### config.mk
export PLATFORM = sky130hd
export DESIGN_NAME = cps_top
export DESIGN_NICKNAME = d
export VERILOG_FILES = /design/src/pkg/cps_pkg.sv /design/src/logic/cps_reg.sv /design/src/logic/cps_top.sv
export SDC_FILE = /design/constraint.sdc
export NUM_CORES = 1
export LEC_CHECK = 0
export BUFFER_PORTS_ARGS = -buffer_cell sky130_fd_sc_hd__buf_2
export CORE_ASPECT_RATIO = 1.75
export CORE_MARGIN = 2
export CORE_UTILIZATION = 42
export DETAILED_ROUTE_END_ITERATION = 12
export PLACE_DENSITY = 0.7
export SYNTH_ARGS = -nofsm -noshare
export SYNTH_HDL_FRONTEND = slang
export SYNTH_SLANG_ARGS = --single-unit
### constraint.sdc
create_clock -name pclk -period 3.9 [get_ports pclk]
set_input_delay 0.195 -clock pclk [delete_from_list [all_inputs] [get_ports pclk]]
set_output_delay 0.195 -clock pclk [all_outputs]
set_load 0.01 [all_outputs]
### src/pkg/cps_pkg.sv
// clock pin function select: register map, field codes and reset values
// assumes an APB slave on a single 250 MHz clock with asynchronous low reset
package cps_pkg;

  // ***********************************************************
  // bus geometry
  // ***********************************************************
  localparam int CPS_ADDR_W = 18;
  localparam int CPS_DATA_W = 32;
  localparam int CPS_NREG = 12;

  // ***********************************************************
  // register indices; byte address is four times the index
  // ***********************************************************
  localparam logic [15:0] CPS_IDX_PORT_A_DATA = 16'hF250;
  localparam logic [15:0] CPS_IDX_PORT_A_DIRECTION = 16'hF251;
  localparam logic [15:0] CPS_IDX_PORT_A_CONTROL_LOW = 16'hF252;
  localparam logic [15:0] CPS_IDX_PORT_A_CONTROL_HIGH = 16'hF253;
  localparam logic [15:0] CPS_IDX_PORT_A_MODE_LOW = 16'hF254;
  localparam logic [15:0] CPS_IDX_PORT_A_MODE_HIGH = 16'hF255;
  localparam logic [15:0] CPS_IDX_PORT_B_DATA = 16'hF258;
  localparam logic [15:0] CPS_IDX_PORT_B_DIRECTION = 16'hF259;
  localparam logic [15:0] CPS_IDX_PORT_B_CONTROL_LOW = 16'hF25A;
  localparam logic [15:0] CPS_IDX_PORT_B_CONTROL_HIGH = 16'hF25B;
  localparam logic [15:0] CPS_IDX_PORT_B_MODE_LOW = 16'hF25C;
  localparam logic [15:0] CPS_IDX_PORT_B_MODE_HIGH = 16'hF25D;
  localparam logic [15:0] CPS_IDX_CLOCK_ROUTE_STATUS = 16'hF25E;

  // storage slot of each register, in the order of the table above
  typedef enum logic [3:0] {
    CPS_R_PA_DATA = 4'b0000,
    CPS_R_PA_DIR = 4'b0001,
    CPS_R_PA_CTL_LO = 4'b0010,
    CPS_R_PA_CTL_HI = 4'b0011,
    CPS_R_PA_MOD_LO = 4'b0100,
    CPS_R_PA_MOD_HI = 4'b0101,
    CPS_R_PB_DATA = 4'b0110,
    CPS_R_PB_DIR = 4'b0111,
    CPS_R_PB_CTL_LO = 4'b1000,
    CPS_R_PB_CTL_HI = 4'b1001,
    CPS_R_PB_MOD_LO = 4'b1010,
    CPS_R_PB_MOD_HI = 4'b1011
  } cps_reg_t;

  localparam logic [15:0] CPS_IDX [CPS_NREG] = '{
    CPS_IDX_PORT_A_DATA, CPS_IDX_PORT_A_DIRECTION, CPS_IDX_PORT_A_CONTROL_LOW,
    CPS_IDX_PORT_A_CONTROL_HIGH, CPS_IDX_PORT_A_MODE_LOW, CPS_IDX_PORT_A_MODE_HIGH,
    CPS_IDX_PORT_B_DATA, CPS_IDX_PORT_B_DIRECTION, CPS_IDX_PORT_B_CONTROL_LOW,
    CPS_IDX_PORT_B_CONTROL_HIGH, CPS_IDX_PORT_B_MODE_LOW, CPS_IDX_PORT_B_MODE_HIGH
  };

  // ***********************************************************
  // port widths, special lines, field codes
  // ***********************************************************
  localparam int CPS_PA_W = 3;
  localparam int CPS_PB_W = 8;
  localparam int CPS_PA_NREG = 6;
  localparam int CPS_PA_CLK_LINE = 2;
  localparam int CPS_PB_OUT_LINE = 0;
  localparam int CPS_PB_CLK_LINE = 6;
  localparam logic [7:0] CPS_REG_RST = 8'h00;
  localparam logic [1:0] CPS_MODE_TERTIARY = 2'b10;
  localparam logic [1:0] CPS_CTRL_HIZ = 2'b00;
  localparam logic [1:0] CPS_CTRL_CMOS = 2'b11;
  localparam logic DIR_OUT = 1'b0;
  localparam logic DIR_IN = 1'b1;

  // status register fields
  localparam int CPS_ST_FAST_OUT = 0;
  localparam int CPS_ST_PA2_IN = 1;
  localparam int CPS_ST_PB6_IN = 2;
  localparam int CPS_ST_SRC_PB6 = 3;
  localparam int CPS_ST_W = 4;

endpackage

### src/logic/cps_reg.sv
// cps_reg: one software register of configurable width, zero-extended to a byte
// assumes the write strobe is a single-cycle pulse from the bus slave
`timescale 1ns/100ps
module cps_reg
  import cps_pkg::*;
#(
  parameter int WIDTH = 8
) (
  // clock and reset
  input wire logic pclk,
  input wire logic presetn,
  // write side
  input wire logic we,
  input wire logic [7:0] wdata,
  // stored value
  output logic [7:0] q
);

  logic [WIDTH-1:0] val_q;

  always_ff @(posedge pclk or negedge presetn) begin
    if (!presetn) begin
      val_q <= CPS_REG_RST[WIDTH-1:0];
    end else if (we) begin
      val_q <= wdata[WIDTH-1:0];
    end
  end

  generate
    if (WIDTH < 8) begin : g_pad
      assign q = {{(8 - WIDTH){1'b0}}, val_q};
    end else begin : g_full
      assign q = val_q;
    end
  endgenerate

endmodule

### src/logic/cps_top.sv
// cps_top: port A/B pin function select with high-speed clock out and clock in
// assumes APB master on pclk; pin inputs already synchronous to pclk
//
// Function
// - PB line0 mode bits 1/0 select high-speed clock as its tertiary function
// - PB line0 drives as CMOS output when both control bits 1, direction 0
// - PB line0 data bit has no effect while clock output is active
// - PA line2 mode bits 1/0 select it as external clock input
// - PA line2 is input when both control bits 0 and direction 1
// - PA line2 data bit has no effect on the clock input function
// - when PA line2 and PB line6 both are clock inputs, PA line2 wins
//
// Chosen here: register access over APB.
`timescale 1ns/100ps
module cps_top
  import cps_pkg::*;
(
  // clock and reset
  input wire logic pclk,
  input wire logic presetn,
  // apb slave
  input wire logic psel,
  input wire logic penable,
  input wire logic pwrite,
  input wire logic [CPS_ADDR_W-1:0] paddr,
  input wire logic [CPS_DATA_W-1:0] pwdata,
  output logic [CPS_DATA_W-1:0] prdata,
  output logic pready,
  output logic pslverr,
  // internal high-speed clock to be routed out
  input wire logic high_speed_clock,
  // port A pins
  input wire logic [CPS_PA_W-1:0] porta_in,
  output logic [CPS_PA_W-1:0] porta_out,
  output logic [CPS_PA_W-1:0] porta_oe,
  // port B pins
  input wire logic [CPS_PB_W-1:0] portb_in,
  output logic [CPS_PB_W-1:0] portb_out,
  output logic [CPS_PB_W-1:0] portb_oe,
  // external clock toward the clock generator
  output logic external_clock_input,
  output logic ext_clock_valid,
  output logic ext_clock_from_pb6
);

  // ***********************************************************
  // register storage
  // ***********************************************************
  logic [7:0] reg_q [CPS_NREG];
  logic [CPS_NREG-1:0] reg_we;
  logic [CPS_NREG-1:0] reg_hit;
  logic [7:0] wbyte;

  assign wbyte = pwdata[7:0];

  genvar gi;
  generate
    for (gi = 0; gi < CPS_NREG; gi++) begin : g_reg
      localparam int W = (gi < CPS_PA_NREG) ? CPS_PA_W : CPS_PB_W;
      assign reg_hit[gi] = (paddr[CPS_ADDR_W-1:2] == CPS_IDX[gi]);
      cps_reg #(.WIDTH(W)) u_reg (
        .pclk(pclk),
        .presetn(presetn),
        .we(reg_we[gi]),
        .wdata(wbyte),
        .q(reg_q[gi])
      );
    end
  endgenerate

  wire [CPS_PA_W-1:0] pa_data = reg_q[CPS_R_PA_DATA][CPS_PA_W-1:0];
  wire [CPS_PA_W-1:0] pa_dir = reg_q[CPS_R_PA_DIR][CPS_PA_W-1:0];
  wire [CPS_PA_W-1:0] pa_c0 = reg_q[CPS_R_PA_CTL_LO][CPS_PA_W-1:0];
  wire [CPS_PA_W-1:0] pa_c1 = reg_q[CPS_R_PA_CTL_HI][CPS_PA_W-1:0];
  wire [CPS_PA_W-1:0] pa_m0 = reg_q[CPS_R_PA_MOD_LO][CPS_PA_W-1:0];
  wire [CPS_PA_W-1:0] pa_m1 = reg_q[CPS_R_PA_MOD_HI][CPS_PA_W-1:0];
  wire [CPS_PB_W-1:0] pb_data = reg_q[CPS_R_PB_DATA];
  wire [CPS_PB_W-1:0] pb_dir = reg_q[CPS_R_PB_DIR];
  wire [CPS_PB_W-1:0] pb_c0 = reg_q[CPS_R_PB_CTL_LO];
  wire [CPS_PB_W-1:0] pb_c1 = reg_q[CPS_R_PB_CTL_HI];
  wire [CPS_PB_W-1:0] pb_m0 = reg_q[CPS_R_PB_MOD_LO];
  wire [CPS_PB_W-1:0] pb_m1 = reg_q[CPS_R_PB_MOD_HI];

  // ***********************************************************
  // clock function decode
  // ***********************************************************
  wire portb_line0_mode_hi = pb_m1[CPS_PB_OUT_LINE];
  wire portb_line0_mode_lo = pb_m0[CPS_PB_OUT_LINE];
  wire portb_line0_ctrl_hi = pb_c1[CPS_PB_OUT_LINE];
  wire portb_line0_ctrl_lo = pb_c0[CPS_PB_OUT_LINE];
  wire portb_line0_direction = pb_dir[CPS_PB_OUT_LINE];
  wire portb_line0_data = pb_data[CPS_PB_OUT_LINE];
  wire porta_line2_mode_hi = pa_m1[CPS_PA_CLK_LINE];
  wire porta_line2_mode_lo = pa_m0[CPS_PA_CLK_LINE];
  wire porta_line2_ctrl_hi = pa_c1[CPS_PA_CLK_LINE];
  wire porta_line2_ctrl_lo = pa_c0[CPS_PA_CLK_LINE];
  wire porta_line2_direction = pa_dir[CPS_PA_CLK_LINE];
  wire porta_line2_data = pa_data[CPS_PA_CLK_LINE];

  // tertiary selection of the clock lines
  wire pb0_tert = ({portb_line0_mode_hi, portb_line0_mode_lo} == CPS_MODE_TERTIARY);
  wire pb0_cmos = ({portb_line0_ctrl_hi, portb_line0_ctrl_lo} == CPS_CTRL_CMOS)
    && (portb_line0_direction == DIR_OUT);
  wire fast_out_act = pb0_tert && pb0_cmos;
  wire pa2_tert = ({porta_line2_mode_hi, porta_line2_mode_lo} == CPS_MODE_TERTIARY);
  wire pa2_input = ({porta_line2_ctrl_hi, porta_line2_ctrl_lo} == CPS_CTRL_HIZ)
    && (porta_line2_direction == DIR_IN);
  wire pa2_clk_act = pa2_tert && pa2_input;
  wire pb6_clk_act = ({pb_m1[CPS_PB_CLK_LINE], pb_m0[CPS_PB_CLK_LINE]} == CPS_MODE_TERTIARY)
    && ({pb_c1[CPS_PB_CLK_LINE], pb_c0[CPS_PB_CLK_LINE]} == CPS_CTRL_HIZ)
    && (pb_dir[CPS_PB_CLK_LINE] == DIR_IN);
  wire clk_from_pb6 = pb6_clk_act && !pa2_clk_act;
  wire clk_valid_d = pa2_clk_act || pb6_clk_act;
  wire clk_pin_d = pa2_clk_act ? porta_in[CPS_PA_CLK_LINE] :
    (pb6_clk_act ? portb_in[CPS_PB_CLK_LINE] : 1'b0);

  // ***********************************************************
  // ordinary port drive
  // ***********************************************************
  // returns {oe, out}: hi-z, open drain (pull low only) or cmos
  function automatic logic [1:0] line_drive(input logic dir, input logic c1,
      input logic c0, input logic data);
    logic [1:0] r;
    r = 2'b00;
    if (dir == DIR_OUT) begin
      case ({c1, c0})
        CPS_CTRL_HIZ: r = 2'b00;
        CPS_CTRL_CMOS: r = {1'b1, data};
        default: r = {~data, 1'b0};
      endcase
    end
    return r;
  endfunction

  logic [CPS_PA_W-1:0] pa_out_d;
  logic [CPS_PA_W-1:0] pa_oe_d;
  logic [CPS_PB_W-1:0] pb_out_d;
  logic [CPS_PB_W-1:0] pb_oe_d;

  always_comb begin
    logic [1:0] drv;
    drv = 2'b00;
    for (int i = 0; i < CPS_PA_W; i++) begin
      drv = line_drive(pa_dir[i], pa_c1[i], pa_c0[i], pa_data[i]);
      pa_oe_d[i] = drv[1];
      pa_out_d[i] = drv[0];
    end
    for (int i = 0; i < CPS_PB_W; i++) begin
      drv = line_drive(pb_dir[i], pb_c1[i], pb_c0[i], pb_data[i]);
      pb_oe_d[i] = drv[1];
      pb_out_d[i] = drv[0];
    end
    if (fast_out_act) begin
      // data bit is bypassed; the line carries the clock
      pb_oe_d[CPS_PB_OUT_LINE] = 1'b1;
      pb_out_d[CPS_PB_OUT_LINE] = high_speed_clock;
    end
  end

  // ***********************************************************
  // pin and clock registers
  // ***********************************************************
  always_ff @(posedge pclk or negedge presetn) begin
    if (!presetn) begin
      porta_out <= '0;
      porta_oe <= '0;
      portb_out <= '0;
      portb_oe <= '0;
      external_clock_input <= 1'b0;
      ext_clock_valid <= 1'b0;
      ext_clock_from_pb6 <= 1'b0;
    end else begin
      porta_out <= pa_out_d;
      porta_oe <= pa_oe_d;
      portb_out <= pb_out_d;
      portb_oe <= pb_oe_d;
      external_clock_input <= clk_pin_d;
      ext_clock_valid <= clk_valid_d;
      ext_clock_from_pb6 <= clk_from_pb6;
    end
  end

  // ***********************************************************
  // route status
  // ***********************************************************
  logic [CPS_ST_W-1:0] status_q;
  logic [CPS_ST_W-1:0] status_d;

  always_comb begin
    status_d = '0;
    status_d[CPS_ST_FAST_OUT] = fast_out_act;
    status_d[CPS_ST_PA2_IN] = pa2_clk_act;
    status_d[CPS_ST_PB6_IN] = pb6_clk_act;
    status_d[CPS_ST_SRC_PB6] = clk_from_pb6;
  end

  always_ff @(posedge pclk or negedge presetn) begin
    if (!presetn) begin
      status_q <= '0;
    end else begin
      status_q <= status_d;
    end
  end

  // ***********************************************************
  // apb slave: one wait state, answer on the second access cycle
  // ***********************************************************
  wire acc_ph = psel && penable;
  wire acc_done = acc_ph && pready;
  wire aligned = (paddr[1:0] == 2'b00);
  wire hit_status = (paddr[CPS_ADDR_W-1:2] == CPS_IDX_CLOCK_ROUTE_STATUS);
  wire mapped = aligned && ((|reg_hit) || hit_status);

  assign reg_we = (acc_done && pwrite && aligned) ? reg_hit : '0;

  logic [7:0] rd_byte;

  // port A data reads the pin on input lines, the latch on output lines
  always_comb begin
    rd_byte = 8'h00;
    for (int i = 0; i < CPS_NREG; i++) begin
      if (reg_hit[i]) begin
        rd_byte = reg_q[i];
      end
    end
    if (reg_hit[CPS_R_PA_DATA]) begin
      rd_byte = {{(8 - CPS_PA_W){1'b0}}, (pa_dir & porta_in) | (~pa_dir & pa_data)};
    end
    if (hit_status) begin
      rd_byte = {{(8 - CPS_ST_W){1'b0}}, status_q};
    end
  end

  wire [CPS_DATA_W-1:0] rd_word = mapped ? {{(CPS_DATA_W - 8){1'b0}}, rd_byte} : '0;

  always_ff @(posedge pclk or negedge presetn) begin
    if (!presetn) begin
      pready <= 1'b0;
      pslverr <= 1'b0;
      prdata <= '0;
    end else begin
      pready <= acc_ph && !pready;
      pslverr <= acc_ph && !pready && !mapped;
      prdata <= (acc_ph && !pready && !pwrite) ? rd_word : '0;
    end
  end
endmodule

**After elaboration in Yosys (flattened, before gate mapping)**

Index checks and enable logic that the tools add are counted.

- Output and inout port bits: 59
- Flip-flop bits (word level): 105
- Input bits: 67

- Equal/unequal tests: 27
- Bitwise logic cells: 16
- Reductions and logical operators: 34
- Muxes and demuxes: 42

Operators with widths:

| operator | number |
|---|---|
| 16-bit equality test, second input constant | 13 |
| 8-bit 2-to-1 mux | 14 |
| 2-bit one-hot mux with 2 select lines | 11 |
| 2-bit equality test, second input constant | 14 |
| 2-bit zero test | 12 |
| 2-bit 2-to-1 mux | 11 |
| 1-bit logical AND | 15 |
| 12-bit 2-to-1 mux | 1 |
| 1-bit inverter | 12 |
| 12-bit OR reduction | 1 |
| 3-bit AND | 2 |
| 1-bit zero test | 4 |
| 1-bit 2-to-1 mux | 4 |
| 3-bit 2-to-1 mux | 1 |
| 3-bit inverter | 1 |
| 3-bit bitwise OR | 1 |
| 1-bit logical OR | 2 |

**Longest topological paths before layout**

Gate-level depths: netlist of the first run.

- Word-level depth: 16
- Gate-level depth with buffers: 7

**Modules after synthesis**

Synthesis of the first run repeated with hierarchy kept, for this count alone.

- Cells, all modules: 571
- Area, all modules: 6,142.1 µm²

By module, submodules not included:

| module | cells an instance | sequential area each (µm²) | instances | area each (µm²) |
|---|---|---|---|---|
| cps_top | 397 | 950.9 | 1 | 3,251.9 |
| cps_reg at g_reg[10].u_reg ... | 17 | 200.2 | 6 | 331.6 |
| cps_reg at g_reg[0].u_reg ... | 12 | 75.1 | 6 | 150.1 |

**Worst setup path before layout of the first run**

OpenSTA, ideal clock, no wires.

- Path kind: input port to flip-flop
- Start: in paddr[13]
- End: reg g_reg[9].u_reg.val_q[0]
- Stages on the path: 6
- Setup slack: 1.736 ns
- Library setup time: 0.125 ns
- Arrival time: 2.039 ns
- Cell sequence: or4b_1 or3_1 buf_2 nor4_4 nand2_4 mux2_2

- Word-level cells in the longest chain between the ends: 2

Ends and longest elaborated chain:

| item | line | source |
|---|---|---|
| start, declared | cps_top.sv:25 | `input wire logic [CPS_ADDR_W-1:0] paddr,` |
| 16-bit equality test | cps_top.sv:60 | `assign reg_hit[gi] = (paddr[CPS_ADDR_W-1:2] == CPS_IDX[gi]);` |
| 12-bit 2-to-1 mux | cps_top.sv:214 | `assign reg_we = (acc_done && pwrite && aligned) ? reg_hit : '0;` |
| end signal, assigned | cps_reg.sv:23 | `val_q <= CPS_REG_RST[WIDTH-1:0];` |
| end signal, assigned | cps_reg.sv:25 | `val_q <= wdata[WIDTH-1:0];` |
| end, declared | cps_reg.sv:19 | `logic [WIDTH-1:0] val_q;` |

No other way between the ends.
A chain may end at the register's enable or synchronous reset.

**Worst setup path after layout of the first run**

- Start: reg pready
- End: reg g_reg[8].u_reg.val_q[5]

- Word-level cells in the longest chain between the ends: 4

Ends and longest elaborated chain:

| item | line | source |
|---|---|---|
| start, declared | cps_top.sv:28 | `output logic pready,` |
| start signal, assigned | cps_top.sv:242 | `pready <= acc_ph && !pready;` |
| 1-bit logical AND | cps_top.sv:209 | `wire acc_done = acc_ph && pready;` |
| 1-bit logical AND (2 in a row) | cps_top.sv:214 |  |
| 12-bit 2-to-1 mux | cps_top.sv:214 |  |
| end signal, assigned | cps_reg.sv:23 |  |
| end signal, assigned | cps_reg.sv:25 |  |
| end, declared | cps_reg.sv:19 |  |

No other way between the ends.

==> summary.md, run 1 <==
| Metric | Value |
|---|---|
| CP required | 4.14 ns |
| RSZ-0062 raised after global routing | false |
| Fraction of layout cells with a size suffix above 1 | 32.58% |
| FFs w/ async S/R, synth | 100.0% |
| Slew @ Worst Pin | between 1 and 1.5 ns |
| Period utilization | 65.97% |
| Slew Limit Fails | 0 |
| Flops & latches, synth | 104 |
| Post-Synthesis Cells | around 460 |
| Ys Warns | 0 |
| Clock sink count | approximately 100 |
| Layout overhead on the synthesized area | 13.56% |
| Min Tclk post-route | 2.573 ns |
| Violated checks | negative hold slack |
| Post-synth top area share | about 49% |
| Gpl congestion | 0.8677 |
| Setup repair bufs after CTS | 0 |
| Worst hold path class | in -> async |
| Syn Std Cell Area | 5298 µm² |
| Site Rows | 54 |
| CP Max Fanout | 8 |
| I/O pin count | 126 |
| Peak VDD IR | 0.2023 mV |
| Post-synth top area cell | dfrtp_1 |
| Post-route insts no fill | about 700 |
| DPL Wire Length | 9048 µm |
| Synthesized area per cell | between 10 and 15 µm² |
| CTS Buffer Depth | 2 |
| GRT Total Usage | about a fifth |
| Chip width | 88.90 µm |
| CP endpoint kind | flop |
| Final Power | 2.072 mW |
| DRT iter0 DRCs | 278 |
| CP arrival | 2.81 ns |
| Leak pwr | 3.010 nW |
| Max-cap violations | 0 |
| Sequential area share after synthesis | 49.13% |
| Fill cells | roughly 1100 |
| Global-route wire length before repair | 20000 µm |
| Nets@finish | 615 |
| Top cells by area, synth | dfrtp_1 (49%), mux2_2 (16%), ha_1 (5.2%) |
| GRT overflow | 0 |
| Crit path cell chain | nand2_1 -> nor4_2 -> and2_0 -> nand3_1 -> mux2_2 |
| Final hold violation count | 2 |
| Fin Setup TNS | 0 ns |
| Most frequent cells after synthesis | dfrtp_1 (104), mux2_2 (73), inv_1 (36) |
| Initial antenna violation count | 0 |
| Status | complete, but fails checks |
| Initial Util | 42.85% |
| Post-Route WL | 12510 µm |
| Die ar. | ~14000 µm² |
| # diodes | 0 |
| Core ar. | 12360 µm² |
| Pwr Density | 344.5 nW/µm² |
| Htree depth | 3 |
| Clock Tree Root | clkbuf_16 |
| Vias in the first global route | 3973 |
| Clock-pin slew on the worst setup and hold paths | 0.07 ns |
| CTS-repair resized insts | 0 |
| Routed vias | 3761 |
| Clock skew | 0.005961 ns |
| DR pass1 iterations | 7 |
| Critical Setup Path Class | reg -> reg |
| ANT nets after route | 0 |
| Hold slack | -0.0002288 ns |
| Most numerous cell in the Yosys netlist | dfrtp_1 |
| CTS Hold Bufs | 0 |
| Top achievable clock speed | approximately 0.39 GHz |
| EDFF count, synth | 0 |
| Placed cell count | 683 |
| DR WL/cell | 17.89 µm |
| Clock latency at the later pin of the worst-skew pair | around 0.35 ns |
| Vias per inst | 5.381 |
| TritonCTS Buffers | 9 |
| Setup crit start kind | flop |
| DRC Markers | 0 |
| CP max stage delay | between 0.7 and 0.8 ns |
| CTS tree | built |
| IO Port Bufs | 70 |
| Cell variety after synth | 58 |
| Final Setup Violations | 0 |
| Largest net degree at the start of global routing | 81 |
| Synth Flop Type | dfrtp_1 |
| Slew HR | 32.87% |
| Die Ht | 152.6 µm |
| Slowest-stage cell, CP | nor4_2 |
## per-layer routing
metal,GRT usage (%),routed length (µm)
met1,20.62,4443
met2,35.15,6882
met3,3.629,701
met4,10.39,478
met5,0,0
## registers in the layout, summed over array words and instances (netlist names)
name and flops:
portb_oe 8, ext_clock_from_pb6 1, ext_clock_valid 1, status_q 3, external_clock_input 1, porta_oe 3
porta_out 3, g.u_reg.val_q 18, pslverr 1, g.u_reg.q 48, prdata 8, pready 1
portb_out 8
## stage by stage
stage               utilization [%]  cell area, µm²  setup slack [ns]
global route                  48.65            6016             1.213
CTS                           48.65            6016             1.315
floorplan                         -            5384             1.736
finish                        48.65            6016             1.327
global placement              46.30            5724             1.139
detailed placement            46.30            5724             1.126
## placed cells by master, fill, tap and decap left out, drive strengths merged, types with 3 or more instances in the layout
master,Yosys,routed
o22ai,5,5
nand3,10,10
nor4,6,6
a22oi,3,3
nand2,18,18
nor2,31,31
buf,28,74
and4b,3,3
a222oi,3,3
nor2b,6,6
a211oi,5,5
and3b,3,3
mux2i,10,10
a21oi,13,13
o211ai,4,4
inv,36,38
or3,3,3
clkbuf,15,11
conb,1,24
nand2b,5,5
mux2,73,73
nor3,7,7
nor3b,3,3
ha,22,22
o21ai,4,4
dfrtp,104,104
nand4,4,4
and3,3,3
## cell type report
| type | count | area, µm² | share of cell area [%] |
|---|---|---|---|
| multi-input cells | 301 | 2394 | 39.79 |
| flip-flops and latches | 104 | 2603 | 43.26 |
| clock inverters | 5 | 38.79 | 0.6448 |
| clock buffers | 11 | 252.7 | 4.201 |
| inverters | 36 | 135.1 | 2.246 |
| well taps | 168 | 210.2 | 3.494 |
| repair buffers | 74 | 382.9 | 6.364 |
## worst max-delay path: cells and delay by family, from the launching register on
family	cells	cell delay, ns
muxes	1	0.47
DFF	1	0.37
and+or+nand+nor	4	1.61
## cell families after synthesis
logic type	Yosys count	share of synthesized area (%)
AO/OA/AOI/OAI	57	7.700
adder cells (fa/ha/maj)	22	5.196
buffers and inverters	79	7.321
flip-flops	104	49.13
multiplexers	85	18.26
other	1	0.07079
AND/OR/NAND/NOR	113	12.33
## power breakdown
group          switching, mW  internal (mW)
Clock                  0.404          0.472
Combinational         0.0867         0.0297
Sequential          0.000593           1.08
## final timing paths
| check | from | to | slack, ns | depth (start not counted) |
|---|---|---|---|---|
| worst min register to register | g_reg[7].u_reg.q[3] | portb_out[3] | 0.48 | 1 |
| worst min-delay path | presetn | prdata[2] | -0.0002 | 1 |
| min in group pclk | portb_in[6] | external_clock_input | 0.08 | 2 |
| worst max register to register | pready | g_reg[8].u_reg.q[5] | 1.33 | 5 |
| worst max-delay path | pready | g_reg[8].u_reg.q[5] | 1.33 | 5 |
| max in group asynchronous | presetn | g_reg[10].u_reg.q[3] | 2.96 | 2 |
(Power assumes the default switching activity.)
==> run 2, diff against run 1 <==
==> constraint.sdc (replaced) <==
create_clock -name pclk -period 2.45 [get_ports pclk]
set_input_delay 0.1225 -clock pclk [delete_from_list [all_inputs] [get_ports pclk]]
set_output_delay 0.1225 -clock pclk [all_outputs]
set_load 0.01 [all_outputs]
==> summary.md, run 2 (synthesis gave the netlist of run 1 again) <==
| Metric | Value |
|---|---|
| Status | complete, no violations (was complete, but fails checks) |
| Setup slack at placement | 0.1066 ns (was 1.126 ns) |
| Vias per inst | 5.301 (was 5.381) |
| DR pass1 iterations | 4 (was 7) |
| CP max stage delay | 0.56 ns (was 0.72 ns) |
| I/O pin count | 126 (unchanged) |
| GRT Total Usage | 19.81% (was 19.53%) |
| Site Rows | 54 (unchanged) |
| Number of flip-flops in the largest register | 48 (unchanged) |
| CTS tree | built (unchanged) |
| Clock sink count | 104 (unchanged) |
| Global-route wire length before repair | 20360 µm (was 20000 µm) |
| Crit path cell chain | buf_2 -> or4b_1 -> or3_1 -> nor4_2 -> buf_4 -> nand3_1 -> a21oi_1 (was nand2_1 -> nor4_2 -> and2_0 -> nand3_1 -> mux2_2) |
| Chip width | 88.90 µm (unchanged) |
| Most frequent cells in the layout | dfrtp_1 (104), mux2_2 (73), buf_2 (69) (unchanged) |
| Max-cap violations | 0 (unchanged) |
| DR WL/cell | 17.61 µm (was 17.89 µm) |
| Fraction of layout cells with a size suffix above 1 | 34.19% (was 32.58%) |
| Initial Util | 42.85% (unchanged) |
| Slew Limit Fails | 0 (unchanged) |
| Die Ht | 152.6 µm (unchanged) |
| DPL Wire Length | 9288 µm (was 9048 µm) |
| Vias in the first global route | 3954 (was 3973) |
| Fin Setup TNS | 0 ns (unchanged) |
| Clock Tree Root | clkbuf_16 (unchanged) |
| Final worst slack | 0.4806 ns (was 1.327 ns) |
| Die ar. | 13560 µm² (unchanged) |
| Final hold violation count | 0 (was 2) |
| Top achievable clock speed | 0.5078 GHz |
| IO Port Bufs | 70 (unchanged) |
| Worst hold path class | in -> reg (was in -> async) |
| Setup repair bufs after CTS | 0 (unchanged) |
| Min Tclk post-route | 1.969 ns |
| CP endpoint kind | flop (unchanged) |
| Slew HR | 54.50% (was 32.87%) |
| Clock-pin slew on the worst setup and hold paths | 0.07 ns (about the same) |
| Gpl congestion | 0.8900 (was 0.8677) |
| Pwr Density | 535.5 nW/µm² (was 344.5 nW/µm²) |
| DP Area | 5842 µm² (was 5724 µm²) |
| Htree depth | 3 (unchanged) |
| Routed vias | 3790 (was 3761) |
| Setup crit start kind | input pin (was flop) |
| TritonCTS Buffers | 9 (unchanged) |
| Initial antenna violation count | 0 (unchanged) |
| GRT overflow | 0 (unchanged) |
| CP arrival | 2.22 ns (was 2.81 ns) |
| Largest net degree at the start of global routing | 54 (was 81) |
| RSZ-0062 raised after global routing | false (unchanged) |
| CP Max Fanout | 6 (was 8) |
| Most common cell after layout, fill and taps aside | dfrtp_1 (unchanged) |
| Slew @ Worst Pin | 0.6825 ns (was 1.007 ns) |
| CTS Buffer Depth | 2 (unchanged) |
| Leak pwr | 3.096 nW (was 3.010 nW) |
| Clock skew | 0.004241 ns (was 0.005961 ns) |
| DRT iter0 DRCs | 279 (was 278) |
| Clock latency at the later pin of the worst-skew pair | 0.35 ns (about the same) |
| Peak VDD IR | 0.3095 mV (was 0.2023 mV) |
| Slowest-stage cell, CP | or4b_1 (was nor4_2) |
| Period utilization | approximately four fifths |
| Nets@finish | 631 (was 615) |
| DRC Markers | 0 (unchanged) |
| Area of all placed cells without fillers | 6150 µm² (was 6016 µm²) |
| Final Setup Violations | 0 (unchanged) |
| CP required | 2.70 ns (was 4.14 ns) |
| Critical Setup Path Class | in -> reg (was reg -> reg) |
| ANT nets after route | 0 (unchanged) |
| # diodes | 0 (unchanged) |
| Core ar. | 12360 µm² (unchanged) |
| Layout overhead on the synthesized area | 16.08% (was 13.56%) |
| Post-Route WL | 12590 µm (was 12510 µm) |
## run 2: cell type report
class / instances / area [µm²]
Clock inverter: 6 / 48.80
Clock buffer: 10 / 239.0
Timing Repair Buffer: 90 / 520.5
Fill cell: 1104 / 6215
Sequential cell: 104 / 2603
Multi-Input combinational cell: 301 / 2394
Tap cell: 168 / 210.2
Inverter: 36 / 135.1
## run 2: worst max-delay path: cells and delay by family
family	cells	cell delay, ns
AND/OR/NAND/NOR	4	1.56
buffers and inverters	2	0.29
AO/OA/AOI/OAI	1	0.24
## run 2: metal layers
metal / wire, µm / part of all wire, % / track usage (%)
met5: 0 / 0 / 0
met2: 6767 / 54 / 34.43
met4: 637 / 5.1 / 10.53
met1: 4554 / 36 / 22.21
met3: 633 / 5.0 / 3.521
## run 2: timing repair
item,CTS,global route
hold buffers,2,0
hold endpoints to repair,53,0
resized for setup,0,0
## run 2: path summary, 6_finish.rpt
path / startpoint / endpoint / slack [ns] / cells past startpoint
max in group asynchronous: presetn / g_reg[10].u_reg.q[1] / 1.34 / 3
setup reg to reg: pready / g_reg[5].u_reg.val_q[1] / 0.57 / 7
hold reg to reg: g_reg[7].u_reg.q[4] / portb_out[4] / 0.48 / 1
hold / removal: porta_in[2] / external_clock_input / 0.06 / 2
min in group asynchronous: presetn / prdata[2] / 0.35 / 2
setup / recovery: paddr[13] / prdata[5] / 0.48 / 7
## run 2: power breakdown
| part | switching, mW | internal (mW) | total (mW) | leakage [nW] |
|---|---|---|---|---|
| logic | 0.140 | 0.0559 | 0.196 | 1.50 |
| clock network | 0.649 | 0.730 | 1.38 | 0.144 |
| registers | 0.000642 | 1.72 | 1.72 | 1.45 |
| total | 0.790 | 2.50 | 3.29 | 3.10 |
## run 2: per-stage QoR
step                      hold slack, ns  std cells  power, mW  util [%]
after detailed placement          0.2112        697      1.945     47.25
after global routing             0.03691        715      3.421     49.74
final                            0.05660        715      3.293     49.74
after CTS                        0.04356        715      3.323     49.74
after floorplan                  -0.1731        484      1.867         -
after global placement            0.1908        697      1.941     47.25
